==> src/hw/gccs_pkg.sv <==
// Constants and types shared by the common command and status unit
package gccs_pkg;

	// ==========================================================
	// Event status bit positions and reset values
	localparam int ESR_OPC = 0;
	localparam int ESR_RQC = 1;
	localparam int ESR_QYE = 2;
	localparam int ESR_DDE = 3;
	localparam int ESR_EXE = 4;
	localparam int ESR_CME = 5;
	localparam int ESR_URQ = 6;
	localparam int ESR_PON = 7;
	localparam logic [7:0] ESR_RESET = 8'h80;
	localparam logic [7:0] ESE_RESET = 8'h00;
	localparam logic [7:0] ESR_NEVER = 8'h42;

	// ==========================================================
	// Status byte bit positions
	localparam int STB_PSU = 0;
	localparam int STB_LOCK = 1;
	localparam int STB_FOVL = 2;
	localparam int STB_BOVL = 3;
	localparam int STB_MAV = 4;
	localparam int STB_ESB = 5;
	localparam int STB_RQS = 6;

	// ==========================================================
	// Characters on the bus
	localparam logic [7:0] CH_LF = 8'h0A;
	localparam logic [7:0] CH_SP = 8'h20;
	localparam logic [7:0] CH_STAR = 8'h2A;
	localparam logic [7:0] CH_SEMI = 8'h3B;
	localparam logic [7:0] CH_QM = 8'h3F;
	localparam logic [7:0] CH_ZERO = 8'h30;
	localparam logic [7:0] CH_NINE = 8'h39;
	localparam logic [7:0] CH_LA = 8'h61;
	localparam logic [7:0] CH_LZ = 8'h7A;
	localparam logic [7:0] CH_UA = 8'h41;
	localparam logic [7:0] CH_UZ = 8'h5A;
	localparam logic [7:0] CASE_MASK = 8'hDF;

	// ==========================================================
	// Header mnemonics, upper case
	localparam logic [23:0] HDR_IDN = 24'h49444E;
	localparam logic [23:0] HDR_RST = 24'h525354;
	localparam logic [23:0] HDR_TST = 24'h545354;
	localparam logic [23:0] HDR_OPC = 24'h4F5043;
	localparam logic [23:0] HDR_WAI = 24'h574149;
	localparam logic [23:0] HDR_CLS = 24'h434C53;
	localparam logic [23:0] HDR_ESE = 24'h455345;
	localparam logic [23:0] HDR_ESR = 24'h455352;

	// ==========================================================
	// Identification string, value arbitrary: "ACME,RX1,0,0"
	localparam int ID_LEN = 12;
	localparam int ID_MAX = 71;
	localparam logic [8*ID_LEN-1:0] ID_TEXT = 96'h41434D452C5258312C302C30;

	// ==========================================================
	// Numeric limits and sizes
	localparam logic [9:0] ARG_MAX = 10'h0FF;
	localparam logic [9:0] ARG_SAT = 10'h3E7;
	localparam int QUEUE_DEPTH = 128;
	localparam int QUEUE_WIDTH = 9;

	typedef enum logic [3:0] {
		GCCS_CMD_BAD, GCCS_CMD_IDN, GCCS_CMD_RST, GCCS_CMD_TST, GCCS_CMD_OPC,
		GCCS_CMD_WAI, GCCS_CMD_CLS, GCCS_CMD_ESE, GCCS_CMD_ESR
	} gccs_cmd_t;

	typedef enum logic [3:0] {
		GCCS_IDLE, GCCS_HDR, GCCS_QRY, GCCS_ARGWS, GCCS_ARG, GCCS_TAIL, GCCS_SKIP,
		GCCS_EXEC, GCCS_SEP, GCCS_BODY, GCCS_TERM
	} gccs_state_t;

	typedef enum logic {GCCS_SRC_NUM, GCCS_SRC_STR} gccs_src_t;

endpackage : gccs_pkg

==> src/hw/gccs_q_if.sv <==
// Response queue link between the command unit and its memory
`timescale 1ns/100ps
interface gccs_q_if #(parameter int WIDTH = 9);
	logic push;
	logic [WIDTH-1:0] push_data;
	logic pop;
	logic [WIDTH-1:0] pop_data;
	logic flush;
	logic full;
	logic empty;

	modport unit (output push, output push_data, output pop, output flush,
		input pop_data, input full, input empty);
	modport mem (input push, input push_data, input pop, input flush,
		output pop_data, output full, output empty);
endinterface : gccs_q_if

==> src/hw/gccs_resp_mem.sv <==
// Response queue storage with registered read data
`timescale 1ns/100ps
module gccs_resp_mem #(
	parameter int DEPTH = gccs_pkg::QUEUE_DEPTH,
	parameter int WIDTH = gccs_pkg::QUEUE_WIDTH
) (
	input wire logic core_clk,
	input wire logic nrst,
	gccs_q_if.mem q
);
	localparam int AW = $clog2(DEPTH);

	// ==========================================================
	// Checks
	initial begin
		if (DEPTH <= gccs_pkg::ID_MAX || DEPTH != (1 << AW))
			$error("queue depth must be a power of two above the longest response");
	end

	logic [WIDTH-1:0] store [DEPTH];
	logic [AW-1:0] wr_ptr;
	logic [AW-1:0] rd_ptr;
	logic [AW:0] count;

	assign q.full = (count == (AW+1)'(DEPTH));
	assign q.empty = (count == '0);

	// Pointers and fill level; flush drops everything unread
	always_ff @(posedge core_clk or negedge nrst) begin
		if (!nrst) begin
			wr_ptr <= '0;
			rd_ptr <= '0;
			count <= '0;
		end else if (q.flush) begin
			wr_ptr <= '0;
			rd_ptr <= '0;
			count <= '0;
		end else begin
			if (q.push && !q.full)
				wr_ptr <= wr_ptr + 1'b1;
			if (q.pop && !q.empty)
				rd_ptr <= rd_ptr + 1'b1;
			count <= count + (AW+1)'(q.push && !q.full) - (AW+1)'(q.pop && !q.empty);
		end
	end

	// Storage array, no reset so it maps to RAM
	always_ff @(posedge core_clk) begin
		if (q.push && !q.full)
			store[wr_ptr] <= q.push_data;
	end

	// Read data register, valid the cycle after pop
	always_ff @(posedge core_clk or negedge nrst) begin
		if (!nrst)
			q.pop_data <= '0;
		else if (q.pop && !q.empty)
			q.pop_data <= store[rd_ptr];
	end
endmodule : gccs_resp_mem

==> src/hw/gccs_hdr_match.sv <==
// Maps a three letter upper case header onto a command code
`timescale 1ns/100ps
module gccs_hdr_match (
	input wire logic [23:0] hdr,
	output gccs_pkg::gccs_cmd_t cmd
);
	// Pure decode; unknown headers fall to the bad code
	always_comb begin
		case (hdr)
			gccs_pkg::HDR_IDN: cmd = gccs_pkg::GCCS_CMD_IDN;
			gccs_pkg::HDR_RST: cmd = gccs_pkg::GCCS_CMD_RST;
			gccs_pkg::HDR_TST: cmd = gccs_pkg::GCCS_CMD_TST;
			gccs_pkg::HDR_OPC: cmd = gccs_pkg::GCCS_CMD_OPC;
			gccs_pkg::HDR_WAI: cmd = gccs_pkg::GCCS_CMD_WAI;
			gccs_pkg::HDR_CLS: cmd = gccs_pkg::GCCS_CMD_CLS;
			gccs_pkg::HDR_ESE: cmd = gccs_pkg::GCCS_CMD_ESE;
			gccs_pkg::HDR_ESR: cmd = gccs_pkg::GCCS_CMD_ESR;
			default: cmd = gccs_pkg::GCCS_CMD_BAD;
		endcase
	end
endmodule : gccs_hdr_match

==> src/hw/gccs_unit.sv <==
// Common command interpreter, event status register and status byte
`timescale 1ns/100ps

// What this block does
// Trigger from host starts nothing; only flags an error mid-message.
// Bus control only in master mode, never while remote.
// Incoming message ends on end-or-identify or linefeed; responses end with both.
// Serial poll returns full status byte, bit 6 shows service request.
// Commands are ASCII, letters matched regardless of case.
// Responses joined by semicolons; emptied message ends linefeed plus end-or-identify.
// Identify answers maker, model, serial, firmware separated by commas.
// Identify answer under 72 characters; unread output discarded by next query.
// Reset command restores power-up settings, remote mode kept.
// Self-test query always answers zero.
// Operation complete command sets event bit 0 right after handling.
// Operation complete query answers character 1 immediately.
// Wait command accepted silently.
// Clear status clears all status event bits.
// Event register bit layout; bits 1 and 6 never set.
// Masked event bits ORed into summary, status byte bit 5.
// Query error on reading with nothing available or on lost data.
// Device dependent error set from device failures.
// Execution error on out-of-range data or state preventing execution.
// Command error on syntax fault, unknown command, or mid-message trigger.
// Mask command needs whitespace then decimal 0 to 255; query returns it.
// Event status query returns unmasked register, then clears it.
// Status byte carries faults, message available, summary, service request.
// Bit 6 of service request mask ignored.
// Several commands in one message separated by semicolons.
// Event bits stay set until read or cleared.
module gccs_unit (
	input wire logic core_clk,
	input wire logic nrst,
	input wire logic [7:0] rx_data,
	input wire logic rx_valid,
	input wire logic rx_eoi,
	output logic rx_ready,
	output logic [7:0] tx_data,
	output logic tx_eoi,
	output logic tx_valid,
	input wire logic tx_ready,
	input wire logic talk_req,
	input wire logic trigger,
	input wire logic remote,
	input wire logic master_mode,
	output logic bus_ctrl,
	input wire logic psu_fault,
	input wire logic lock_fault,
	input wire logic front_ovld,
	input wire logic back_ovld,
	input wire logic dev_error,
	input wire logic exec_fault,
	input wire logic [7:0] sre_mask,
	output logic [7:0] status_byte,
	output logic srq,
	output logic settings_restore
);
	gccs_q_if #(.WIDTH(gccs_pkg::QUEUE_WIDTH)) q ();
	gccs_pkg::gccs_state_t state;
	gccs_pkg::gccs_cmd_t cmd;
	gccs_pkg::gccs_src_t src;
	logic [23:0] hdr;
	logic [1:0] hcnt;
	logic qflag, has_arg, bad, term, resp_in_msg, fetch_pend;
	logic [9:0] arg_val;
	logic [7:0] esr, ese_mask, emit_val, set_v, clr_v, esr_snap, ch_up;
	logic [6:0] emit_idx;
	logic [7:0] body_ch;
	logic body_last, is_ws, is_digit, is_alpha, is_delim, ends_msg, take, q_ok, cmd_ok, out_busy;
	logic term_is_esr;

	gccs_resp_mem #(.DEPTH(gccs_pkg::QUEUE_DEPTH), .WIDTH(gccs_pkg::QUEUE_WIDTH)) u_mem (
		.core_clk(core_clk),
		.nrst(nrst),
		.q(q)
	);

	gccs_hdr_match u_match (
		.hdr(hdr),
		.cmd(cmd)
	);

	// ==========================================================
	// Character classes
	assign ch_up = (rx_data >= gccs_pkg::CH_LA && rx_data <= gccs_pkg::CH_LZ) ?
		(rx_data & gccs_pkg::CASE_MASK) : rx_data;
	assign is_alpha = ch_up >= gccs_pkg::CH_UA && ch_up <= gccs_pkg::CH_UZ;
	assign is_digit = rx_data >= gccs_pkg::CH_ZERO && rx_data <= gccs_pkg::CH_NINE;
	assign is_ws = rx_data <= gccs_pkg::CH_SP && rx_data != gccs_pkg::CH_LF;
	assign is_delim = rx_data == gccs_pkg::CH_LF || rx_data == gccs_pkg::CH_SEMI;
	assign ends_msg = rx_data == gccs_pkg::CH_LF || rx_eoi;
	assign rx_ready = state <= gccs_pkg::GCCS_SKIP;
	assign take = rx_valid && rx_ready;
	assign out_busy = !q.empty || tx_valid || fetch_pend;

	// Which header/query/argument shapes are legal
	always_comb begin
		q_ok = 1'b0;
		cmd_ok = 1'b0;
		if (!bad) begin
			case (cmd)
				gccs_pkg::GCCS_CMD_IDN, gccs_pkg::GCCS_CMD_TST, gccs_pkg::GCCS_CMD_ESR:
					q_ok = qflag && !has_arg;
				gccs_pkg::GCCS_CMD_OPC: begin
					q_ok = qflag && !has_arg;
					cmd_ok = !qflag && !has_arg;
				end
				gccs_pkg::GCCS_CMD_ESE: begin
					q_ok = qflag && !has_arg;
					cmd_ok = !qflag && has_arg;
				end
				gccs_pkg::GCCS_CMD_RST, gccs_pkg::GCCS_CMD_WAI, gccs_pkg::GCCS_CMD_CLS:
					cmd_ok = !qflag && !has_arg;
				default: begin
					q_ok = 1'b0;
					cmd_ok = 1'b0;
				end
			endcase
		end
	end

	// ==========================================================
	// Parser and sequencer; later assignments override earlier
	always_ff @(posedge core_clk or negedge nrst) begin
		if (!nrst) begin
			state <= gccs_pkg::GCCS_IDLE;
			hdr <= '0;
			hcnt <= '0;
			qflag <= 1'b0;
			has_arg <= 1'b0;
			arg_val <= '0;
			bad <= 1'b0;
			term <= 1'b0;
		end else begin
			case (state)
				gccs_pkg::GCCS_IDLE: begin
					if (take && rx_data == gccs_pkg::CH_STAR) begin
						state <= gccs_pkg::GCCS_HDR;
						hcnt <= '0;
						qflag <= 1'b0;
						has_arg <= 1'b0;
						arg_val <= '0;
						bad <= 1'b0;
					end else if (take && !is_ws && !is_delim) begin
						state <= gccs_pkg::GCCS_SKIP;
						bad <= 1'b1;
					end
				end
				gccs_pkg::GCCS_HDR: if (take) begin
					hdr <= {hdr[15:0], ch_up};
					hcnt <= hcnt + 2'd1;
					if (!is_alpha) begin
						bad <= 1'b1;
						state <= gccs_pkg::GCCS_SKIP;
					end else if (hcnt == 2'd2)
						state <= gccs_pkg::GCCS_QRY;
				end
				gccs_pkg::GCCS_QRY: if (take) begin
					if (rx_data == gccs_pkg::CH_QM) begin
						qflag <= 1'b1;
						state <= gccs_pkg::GCCS_TAIL;
					end else if (is_ws)
						state <= gccs_pkg::GCCS_ARGWS;
					else if (!is_delim) begin
						bad <= 1'b1;
						state <= gccs_pkg::GCCS_SKIP;
					end
				end
				gccs_pkg::GCCS_ARGWS: if (take && !is_ws) begin
					if (is_digit) begin
						has_arg <= 1'b1;
						arg_val <= 10'(rx_data - gccs_pkg::CH_ZERO);
						state <= gccs_pkg::GCCS_ARG;
					end else begin
						bad <= 1'b1;
						state <= gccs_pkg::GCCS_SKIP;
					end
				end
				gccs_pkg::GCCS_ARG: if (take) begin
					if (is_digit)
						arg_val <= (arg_val > 10'd99) ? gccs_pkg::ARG_SAT :
							10'(arg_val * 10'd10 + 10'(rx_data - gccs_pkg::CH_ZERO));
					else if (is_ws)
						state <= gccs_pkg::GCCS_TAIL;
					else if (!is_delim) begin
						bad <= 1'b1;
						state <= gccs_pkg::GCCS_SKIP;
					end
				end
				gccs_pkg::GCCS_TAIL: if (take && !is_ws && !is_delim) begin
					bad <= 1'b1;
					state <= gccs_pkg::GCCS_SKIP;
				end
				gccs_pkg::GCCS_SKIP: ;
				gccs_pkg::GCCS_EXEC: begin
					if (q_ok)
						state <= resp_in_msg ? gccs_pkg::GCCS_SEP : gccs_pkg::GCCS_BODY;
					else if (term && resp_in_msg)
						state <= gccs_pkg::GCCS_TERM;
					else
						state <= gccs_pkg::GCCS_IDLE;
				end
				gccs_pkg::GCCS_SEP: if (!q.full)
					state <= gccs_pkg::GCCS_BODY;
				gccs_pkg::GCCS_BODY: if (!q.full && body_last)
					state <= term ? gccs_pkg::GCCS_TERM : gccs_pkg::GCCS_IDLE;
				gccs_pkg::GCCS_TERM: if (!q.full)
					state <= gccs_pkg::GCCS_IDLE;
				default: state <= gccs_pkg::GCCS_IDLE;
			endcase
			// Delimiter or end-or-identify closes the command in hand
			if (take && (is_delim || rx_eoi)) begin
				term <= ends_msg;
				if (state == gccs_pkg::GCCS_HDR && !(is_alpha && hcnt == 2'd2 && !is_delim))
					bad <= 1'b1;
				if (state == gccs_pkg::GCCS_IDLE && rx_data == gccs_pkg::CH_STAR)
					bad <= 1'b1;
				if (state != gccs_pkg::GCCS_IDLE || rx_data == gccs_pkg::CH_STAR
						|| !(is_ws || is_delim))
					state <= gccs_pkg::GCCS_EXEC;
				else if (ends_msg && resp_in_msg)
					state <= gccs_pkg::GCCS_TERM;
			end
		end
	end

	// ==========================================================
	// Response emission: one character per cycle, stalls on a full queue
	always_comb begin
		body_ch = gccs_pkg::CH_ZERO;
		body_last = 1'b0;
		if (src == gccs_pkg::GCCS_SRC_STR) begin
			body_ch = gccs_pkg::ID_TEXT[8*(gccs_pkg::ID_LEN-1-int'(emit_idx)) +: 8];
			body_last = emit_idx == 7'(gccs_pkg::ID_LEN - 1);
		end else begin
			case (emit_idx)
				7'd0: body_ch = gccs_pkg::CH_ZERO + emit_val / 8'd100;
				7'd1: body_ch = gccs_pkg::CH_ZERO + (emit_val / 8'd10) % 8'd10;
				default: body_ch = gccs_pkg::CH_ZERO + emit_val % 8'd10;
			endcase
			body_last = emit_idx >= 7'd2;
		end
	end

	assign q.push = !q.full && (state == gccs_pkg::GCCS_SEP || state == gccs_pkg::GCCS_BODY
		|| state == gccs_pkg::GCCS_TERM);
	assign q.push_data = (state == gccs_pkg::GCCS_TERM) ? {1'b1, gccs_pkg::CH_LF} :
		(state == gccs_pkg::GCCS_SEP) ? {1'b0, gccs_pkg::CH_SEMI} : {1'b0, body_ch};
	// A new query while the last message is still unread throws that output away
	assign q.flush = state == gccs_pkg::GCCS_EXEC && q_ok && !resp_in_msg && out_busy;

	// Source and index of the answer being emitted
	always_ff @(posedge core_clk or negedge nrst) begin
		if (!nrst) begin
			src <= gccs_pkg::GCCS_SRC_NUM;
			emit_idx <= '0;
			emit_val <= '0;
			resp_in_msg <= 1'b0;
		end else if (state == gccs_pkg::GCCS_EXEC && q_ok) begin
			src <= (cmd == gccs_pkg::GCCS_CMD_IDN) ? gccs_pkg::GCCS_SRC_STR : gccs_pkg::GCCS_SRC_NUM;
			case (cmd)
				gccs_pkg::GCCS_CMD_TST: emit_val <= 8'h00;
				gccs_pkg::GCCS_CMD_OPC: emit_val <= 8'h01;
				gccs_pkg::GCCS_CMD_ESE: emit_val <= ese_mask;
				gccs_pkg::GCCS_CMD_ESR: emit_val <= esr;
				default: emit_val <= 8'h00;
			endcase
			// Leading zeros are skipped by starting part way in
			if (cmd == gccs_pkg::GCCS_CMD_IDN)
				emit_idx <= '0;
			else if (cmd == gccs_pkg::GCCS_CMD_ESE)
				emit_idx <= (ese_mask >= 8'd100) ? 7'd0 : (ese_mask >= 8'd10) ? 7'd1 : 7'd2;
			else if (cmd == gccs_pkg::GCCS_CMD_ESR)
				emit_idx <= (esr >= 8'd100) ? 7'd0 : (esr >= 8'd10) ? 7'd1 : 7'd2;
			else
				emit_idx <= 7'd2;
		end else if (state == gccs_pkg::GCCS_BODY && !q.full) begin
			emit_idx <= emit_idx + 7'd1;
			if (body_last)
				resp_in_msg <= 1'b1;
		end else if (state == gccs_pkg::GCCS_TERM && !q.full)
			resp_in_msg <= 1'b0;
	end

	// ==========================================================
	// Talker side: pop, then hold the byte until the host takes it
	assign q.pop = !tx_valid && !fetch_pend && !q.empty && !q.flush;
	always_ff @(posedge core_clk or negedge nrst) begin
		if (!nrst) begin
			fetch_pend <= 1'b0;
			tx_valid <= 1'b0;
			tx_data <= '0;
			tx_eoi <= 1'b0;
		end else if (q.flush) begin
			fetch_pend <= 1'b0;
			tx_valid <= 1'b0;
		end else if (fetch_pend) begin
			fetch_pend <= 1'b0;
			tx_valid <= 1'b1;
			tx_data <= q.pop_data[7:0];
			tx_eoi <= q.pop_data[8];
		end else if (tx_valid && tx_ready)
			tx_valid <= 1'b0;
		else if (q.pop)
			fetch_pend <= 1'b1;
	end

	// ==========================================================
	// Event status register: sticky, set wins over any clear
	always_comb begin
		set_v = '0;
		clr_v = '0;
		if (state == gccs_pkg::GCCS_EXEC) begin
			set_v[gccs_pkg::ESR_OPC] = cmd == gccs_pkg::GCCS_CMD_OPC && cmd_ok;
			set_v[gccs_pkg::ESR_CME] = !q_ok && !cmd_ok;
			set_v[gccs_pkg::ESR_EXE] = cmd == gccs_pkg::GCCS_CMD_ESE && cmd_ok
				&& arg_val > gccs_pkg::ARG_MAX;
			set_v[gccs_pkg::ESR_QYE] = q.flush;
			if (cmd == gccs_pkg::GCCS_CMD_CLS && cmd_ok)
				clr_v = 8'hFF;
		end
		if (state == gccs_pkg::GCCS_BODY && !q.full && body_last && src == gccs_pkg::GCCS_SRC_NUM
				&& term_is_esr)
			clr_v = esr_snap;
		set_v[gccs_pkg::ESR_CME] = set_v[gccs_pkg::ESR_CME]
			| (trigger && state != gccs_pkg::GCCS_IDLE);
		set_v[gccs_pkg::ESR_QYE] = set_v[gccs_pkg::ESR_QYE] | (talk_req && !out_busy
			&& state < gccs_pkg::GCCS_EXEC);
		set_v[gccs_pkg::ESR_DDE] = dev_error;
		set_v[gccs_pkg::ESR_EXE] = set_v[gccs_pkg::ESR_EXE] | exec_fault;
		set_v = set_v & ~gccs_pkg::ESR_NEVER;
	end

	// Which query is being emitted, and the value it reported
	always_ff @(posedge core_clk or negedge nrst) begin
		if (!nrst) begin
			term_is_esr <= 1'b0;
			esr_snap <= '0;
		end else if (state == gccs_pkg::GCCS_EXEC && q_ok) begin
			term_is_esr <= cmd == gccs_pkg::GCCS_CMD_ESR;
			esr_snap <= esr;
		end
	end

	always_ff @(posedge core_clk or negedge nrst) begin
		if (!nrst)
			esr <= gccs_pkg::ESR_RESET;
		else
			esr <= (esr & ~clr_v) | set_v;
	end

	// Mask register; kept across the reset command like other interface state
	always_ff @(posedge core_clk or negedge nrst) begin
		if (!nrst)
			ese_mask <= gccs_pkg::ESE_RESET;
		else if (state == gccs_pkg::GCCS_EXEC && cmd == gccs_pkg::GCCS_CMD_ESE && cmd_ok
				&& arg_val <= gccs_pkg::ARG_MAX)
			ese_mask <= arg_val[7:0];
	end

	// ==========================================================
	// Status byte, service request, reset pulse, bus control
	logic [7:0] stb_raw;
	assign stb_raw = {1'b0, 1'b0, |(esr & ese_mask), out_busy, back_ovld, front_ovld,
		lock_fault, psu_fault};
	always_ff @(posedge core_clk or negedge nrst) begin
		if (!nrst) begin
			srq <= 1'b0;
			status_byte <= '0;
			settings_restore <= 1'b0;
			bus_ctrl <= 1'b0;
		end else begin
			srq <= |(stb_raw & sre_mask & 8'hBF);
			status_byte <= stb_raw | {1'b0, |(stb_raw & sre_mask & 8'hBF), 6'h00};
			settings_restore <= state == gccs_pkg::GCCS_EXEC && cmd == gccs_pkg::GCCS_CMD_RST
				&& cmd_ok;
			bus_ctrl <= master_mode && !remote;
		end
	end
endmodule : gccs_unit

==> config.mk <==
export PLATFORM = sky130hd
export DESIGN_NAME = gccs_unit
export DESIGN_NICKNAME = d
export VERILOG_FILES = /design/src/hw/gccs_pkg.sv /design/src/hw/gccs_q_if.sv /design/src/hw/gccs_resp_mem.sv /design/src/hw/gccs_hdr_match.sv /design/src/hw/gccs_unit.sv
export SDC_FILE = /design/constraint.sdc
export NUM_CORES = 2
export LEC_CHECK = 0
export BUFFER_PORTS_ARGS = -buffer_cell sky130_fd_sc_hd__clkbuf_2
export CAP_MARGIN = 40
export CORE_UTILIZATION = 25
export CTS_BUF_LIST = sky130_fd_sc_hd__clkbuf_2 sky130_fd_sc_hd__clkbuf_4 sky130_fd_sc_hd__clkbuf_8
export DETAILED_ROUTE_END_ITERATION = 6
export PLACE_DENSITY = 0.44
export SYNTH_ARGS = -nofsm -noshare
export SYNTH_HDL_FRONTEND = slang
export SYNTH_HIERARCHICAL = 1
export SYNTH_SLANG_ARGS = --single-unit
==> constraint.sdc <==
create_clock -name core_clk -period 11.1 [get_ports core_clk]
set_input_delay 2.22 -clock core_clk [delete_from_list [all_inputs] [get_ports core_clk]]
set_output_delay 2.22 -clock core_clk [all_outputs]
set_load 0.02 [all_outputs]
==> impl_metrics.yaml <==
cells_and_area:
  drive_gt1_frac: 0.253
  final_nets: 3504
  syn_to_final_growth_pct: 16.8
  final_cell_mix: "edfxtp_1, clkbuf_8, nor2_1"
  layout.cells.non_filler: 6416
  layout_commonest_cell: "edfxtp_1"
logic_synthesis:
  yosys_warnings: 6
  synth-edff-count: 1152
  synth-async-reset-ratio: 0.106
  seq_area_frac_synth: 0.708
  synth.distinct_cells: 105
  synth-seq-cells: 1289
  synth_area_um2: 53700
  synthFlopType: "edfxtp_1"
  syn_inst: 3128
  avgSynthCellArea_um2: 17.2
  syn-num-nets: 3210
worst_setup_path:
  worst-r2r-cell-count: 20
  start_kind: "register"
  reg2reg_from: "emit_val[7]"
  path_class: "reg2reg"
  worstPathMaxFanout: 70
  worst_setup_path_end_kind: "register"
  worstPathRequired_ns: 11.70
  worstPathArrival_ns: 6.36
  reg2reg_slack_ns: 5.34
  r2r_end: "u_mem/store[102][5]"
sta:
  maxSlewViolCount: 0
  fin_skew_ns: 0.0574
  fin_crit_ns: 5.76
  maxClockFrequency_mhz: 174
  setup_viol: 0
  rsz0062_at_grt: "false"
  slew_headroom: 0.227
  tightest_slew_ns: 1.16
  whs_ns: 0.474
  hold_viol: 0
  tns_ns: 0
  timing.final.ws_setup_ns: 5.34
  timing.final.crit_share: 0.519
floorplanning:
  io_pins: 53
  die_h_um: 465
  design.die.area_um2: 217000
  core_um2: 213000
  start_util: 0.252
  die_x_um: 465
  std_cell_rows: 169
power:
  p_leak_nw: 21.4
  power.density_nw_per_um2: 220
  peakVddDrop_v: 0.000189
cts:
  cts_root_buf: "clkbuf_8"
  cts_setup_buffers: 0
  clk_pin_slew_ns: 0.06
  numCtsBuffers: 214
  clock_latency_ns: 0.95
  cts_tree: "built"
  post_cts_resized: 0
  clockBufferDepth: 3
  numClockSinks: 1289
  cts.htree.levels: 4
  ctsHoldBuffers: 0
worst_hold_path:
  whs_path_depth: 2
  min_path_type: "reg2reg"
  hold_start: "esr_snap[3]"
  holdPathEnd: "esr_snap[3]"
global_route:
  grt_max_degree: 125
  gr-usage-all-layers: 0.132
  grt-ovfl-total: 0
  antenna_found_initial: 2
  first_global_vias: 30200
  grt_pass1_wl_um: 212000
placed_design:
  port_buffers: 49
  place_inst: 6026
  place.gp.congestion: 0.804
  pre_cts_ws_ns: 5.29
  hpwl_um: 91400
drt:
  via_per_inst: 4.59
  firstDrtPassIters: 7
  wl_per_cell_um: 22.6
  vias: 29500
  antenna_left: 0
  drt_iter0_markers: 2292
  drcViolationCount: 0
  drt_wl_total_um: 145000
status:
  outcome: "finished, final reports clean"
job:
  cap_violations: 0
registers in the layout, indices dropped and copies added, names as in the netlist, 9 cells and up:
| signal | flops |
|---|---|
| u_mem/q.pop_data | 9 |
| hdr | 24 |
| u_mem/store | 1152 |
| arg_val | 10 |
cell families (layout without fill, tap and decap cells):
family	Yosys count	after routing	share of synthesized area
AO/OA/AOI/OAI	470	470	0.0584
multiplexers	460	460	0.137
adder cells (fa/ha/maj)	53	53	0.0127
flip-flops	1289	1289	0.708
buffers and inverters	212	677	0.0225
AND/OR/NAND/NOR	594	594	0.0536
other	1	3	0.0000698
XOR/XNOR	49	49	0.00799
worst max-delay path, stage by stage (launching register included):
cell and delay, ns:
dfrtp_1 0.70, inv_2 0.16, maj3_2 0.35, a22oi_2 0.23, ha_1 0.24, o311ai_2 0.10
a21oi_1 0.27, and3_4 0.26, a21oi_4 0.06, xnor2_1 0.43, ha_1 0.23, o21ai_0 0.09
o211ai_2 0.12, xnor2_1 0.14, nand2_1 0.08, ha_1 0.30, nor2_1 0.10, a311oi_1 0.09
nor2_4 0.10, buf_4 0.58, buf_4 0.72
synthesized netlist by cell type, types with 34 or more instances:
cell type / instances / area (µm²)
edfxtp_1: 1152 / 34600
nor2_1: 230 / 863
mux4_2: 214 / 4820
mux2i_1: 199 / 1990
dfrtp_1: 136 / 3400
nand2_1: 134 / 503
a21oi_1: 104 / 521
o21ai_0: 71 / 355
clkbuf_1: 70 / 263
o22ai_1: 66 / 413
ha_1: 48 / 601
mux2_2: 47 / 529
inv_1: 40 / 150
nand3_1: 37 / 185
a211oi_1: 36 / 270
nor3_1: 35 / 175
xnor2_1: 35 / 307
a22oi_1: 34 / 255
per-stage QoR:
| stage | power (mW) | utilization | instance area (µm²) |
|---|---|---|---|
| CTS | 14.0 | 0.295 | 62700 |
| global placement | 9.57 | 0.268 | 57100 |
| finish | 13.8 | 0.295 | 62700 |
| floorplan | 8.38 | - | 53700 |
| detailed placement | 9.60 | 0.274 | 58300 |
| global route | 14.4 | 0.295 | 62700 |
metal layers:
| metal | vias to the layer above | GRT usage | share of wire |
|---|---|---|---|
| met5 | - | 0 | 0 |
| met4 | 0 | 0.0385 | 0.021 |
| met3 | 207 | 0.0238 | 0.045 |
| met2 | 714 | 0.215 | 0.48 |
| met1 | 15400 | 0.180 | 0.46 |
| li1 | 13100 | - | - |
report_power, final:
part	internal (mW)	leakage (nW)	switching, mW
logic	1.46	6.52	2.19
registers	5.51	12.5	0.265
clock network	2.36	2.32	1.99
total	9.34	21.4	4.45
how the worst max path moves through the flow:
stage | start | end | depth (start not counted)
after floorplan | emit_val[3] | u_mem/store[0][6] | 19
after global placement | emit_val[7] | u_mem/store[100][5] | 20
after detailed placement | emit_val[7] | u_mem/store[103][5] | 20
after CTS | emit_val[7] | u_mem/store[102][5] | 20
after global routing | emit_val[7] | u_mem/store[97][5] | 20
final | emit_val[7] | u_mem/store[102][5] | 20
area by class of cell:
cell class	instances	area, µm²
Inverter	44	165
Clock inverter	95	790
Fill cell	21200	150000
Tap cell	2821	3530
Clock buffer	292	3620
Multi-Input combinational cell	1627	14600
Antenna cell	2	5.00
Timing Repair Buffer	246	1950
Sequential cell	1289	38000
Power figures use the tool's default switching activity.
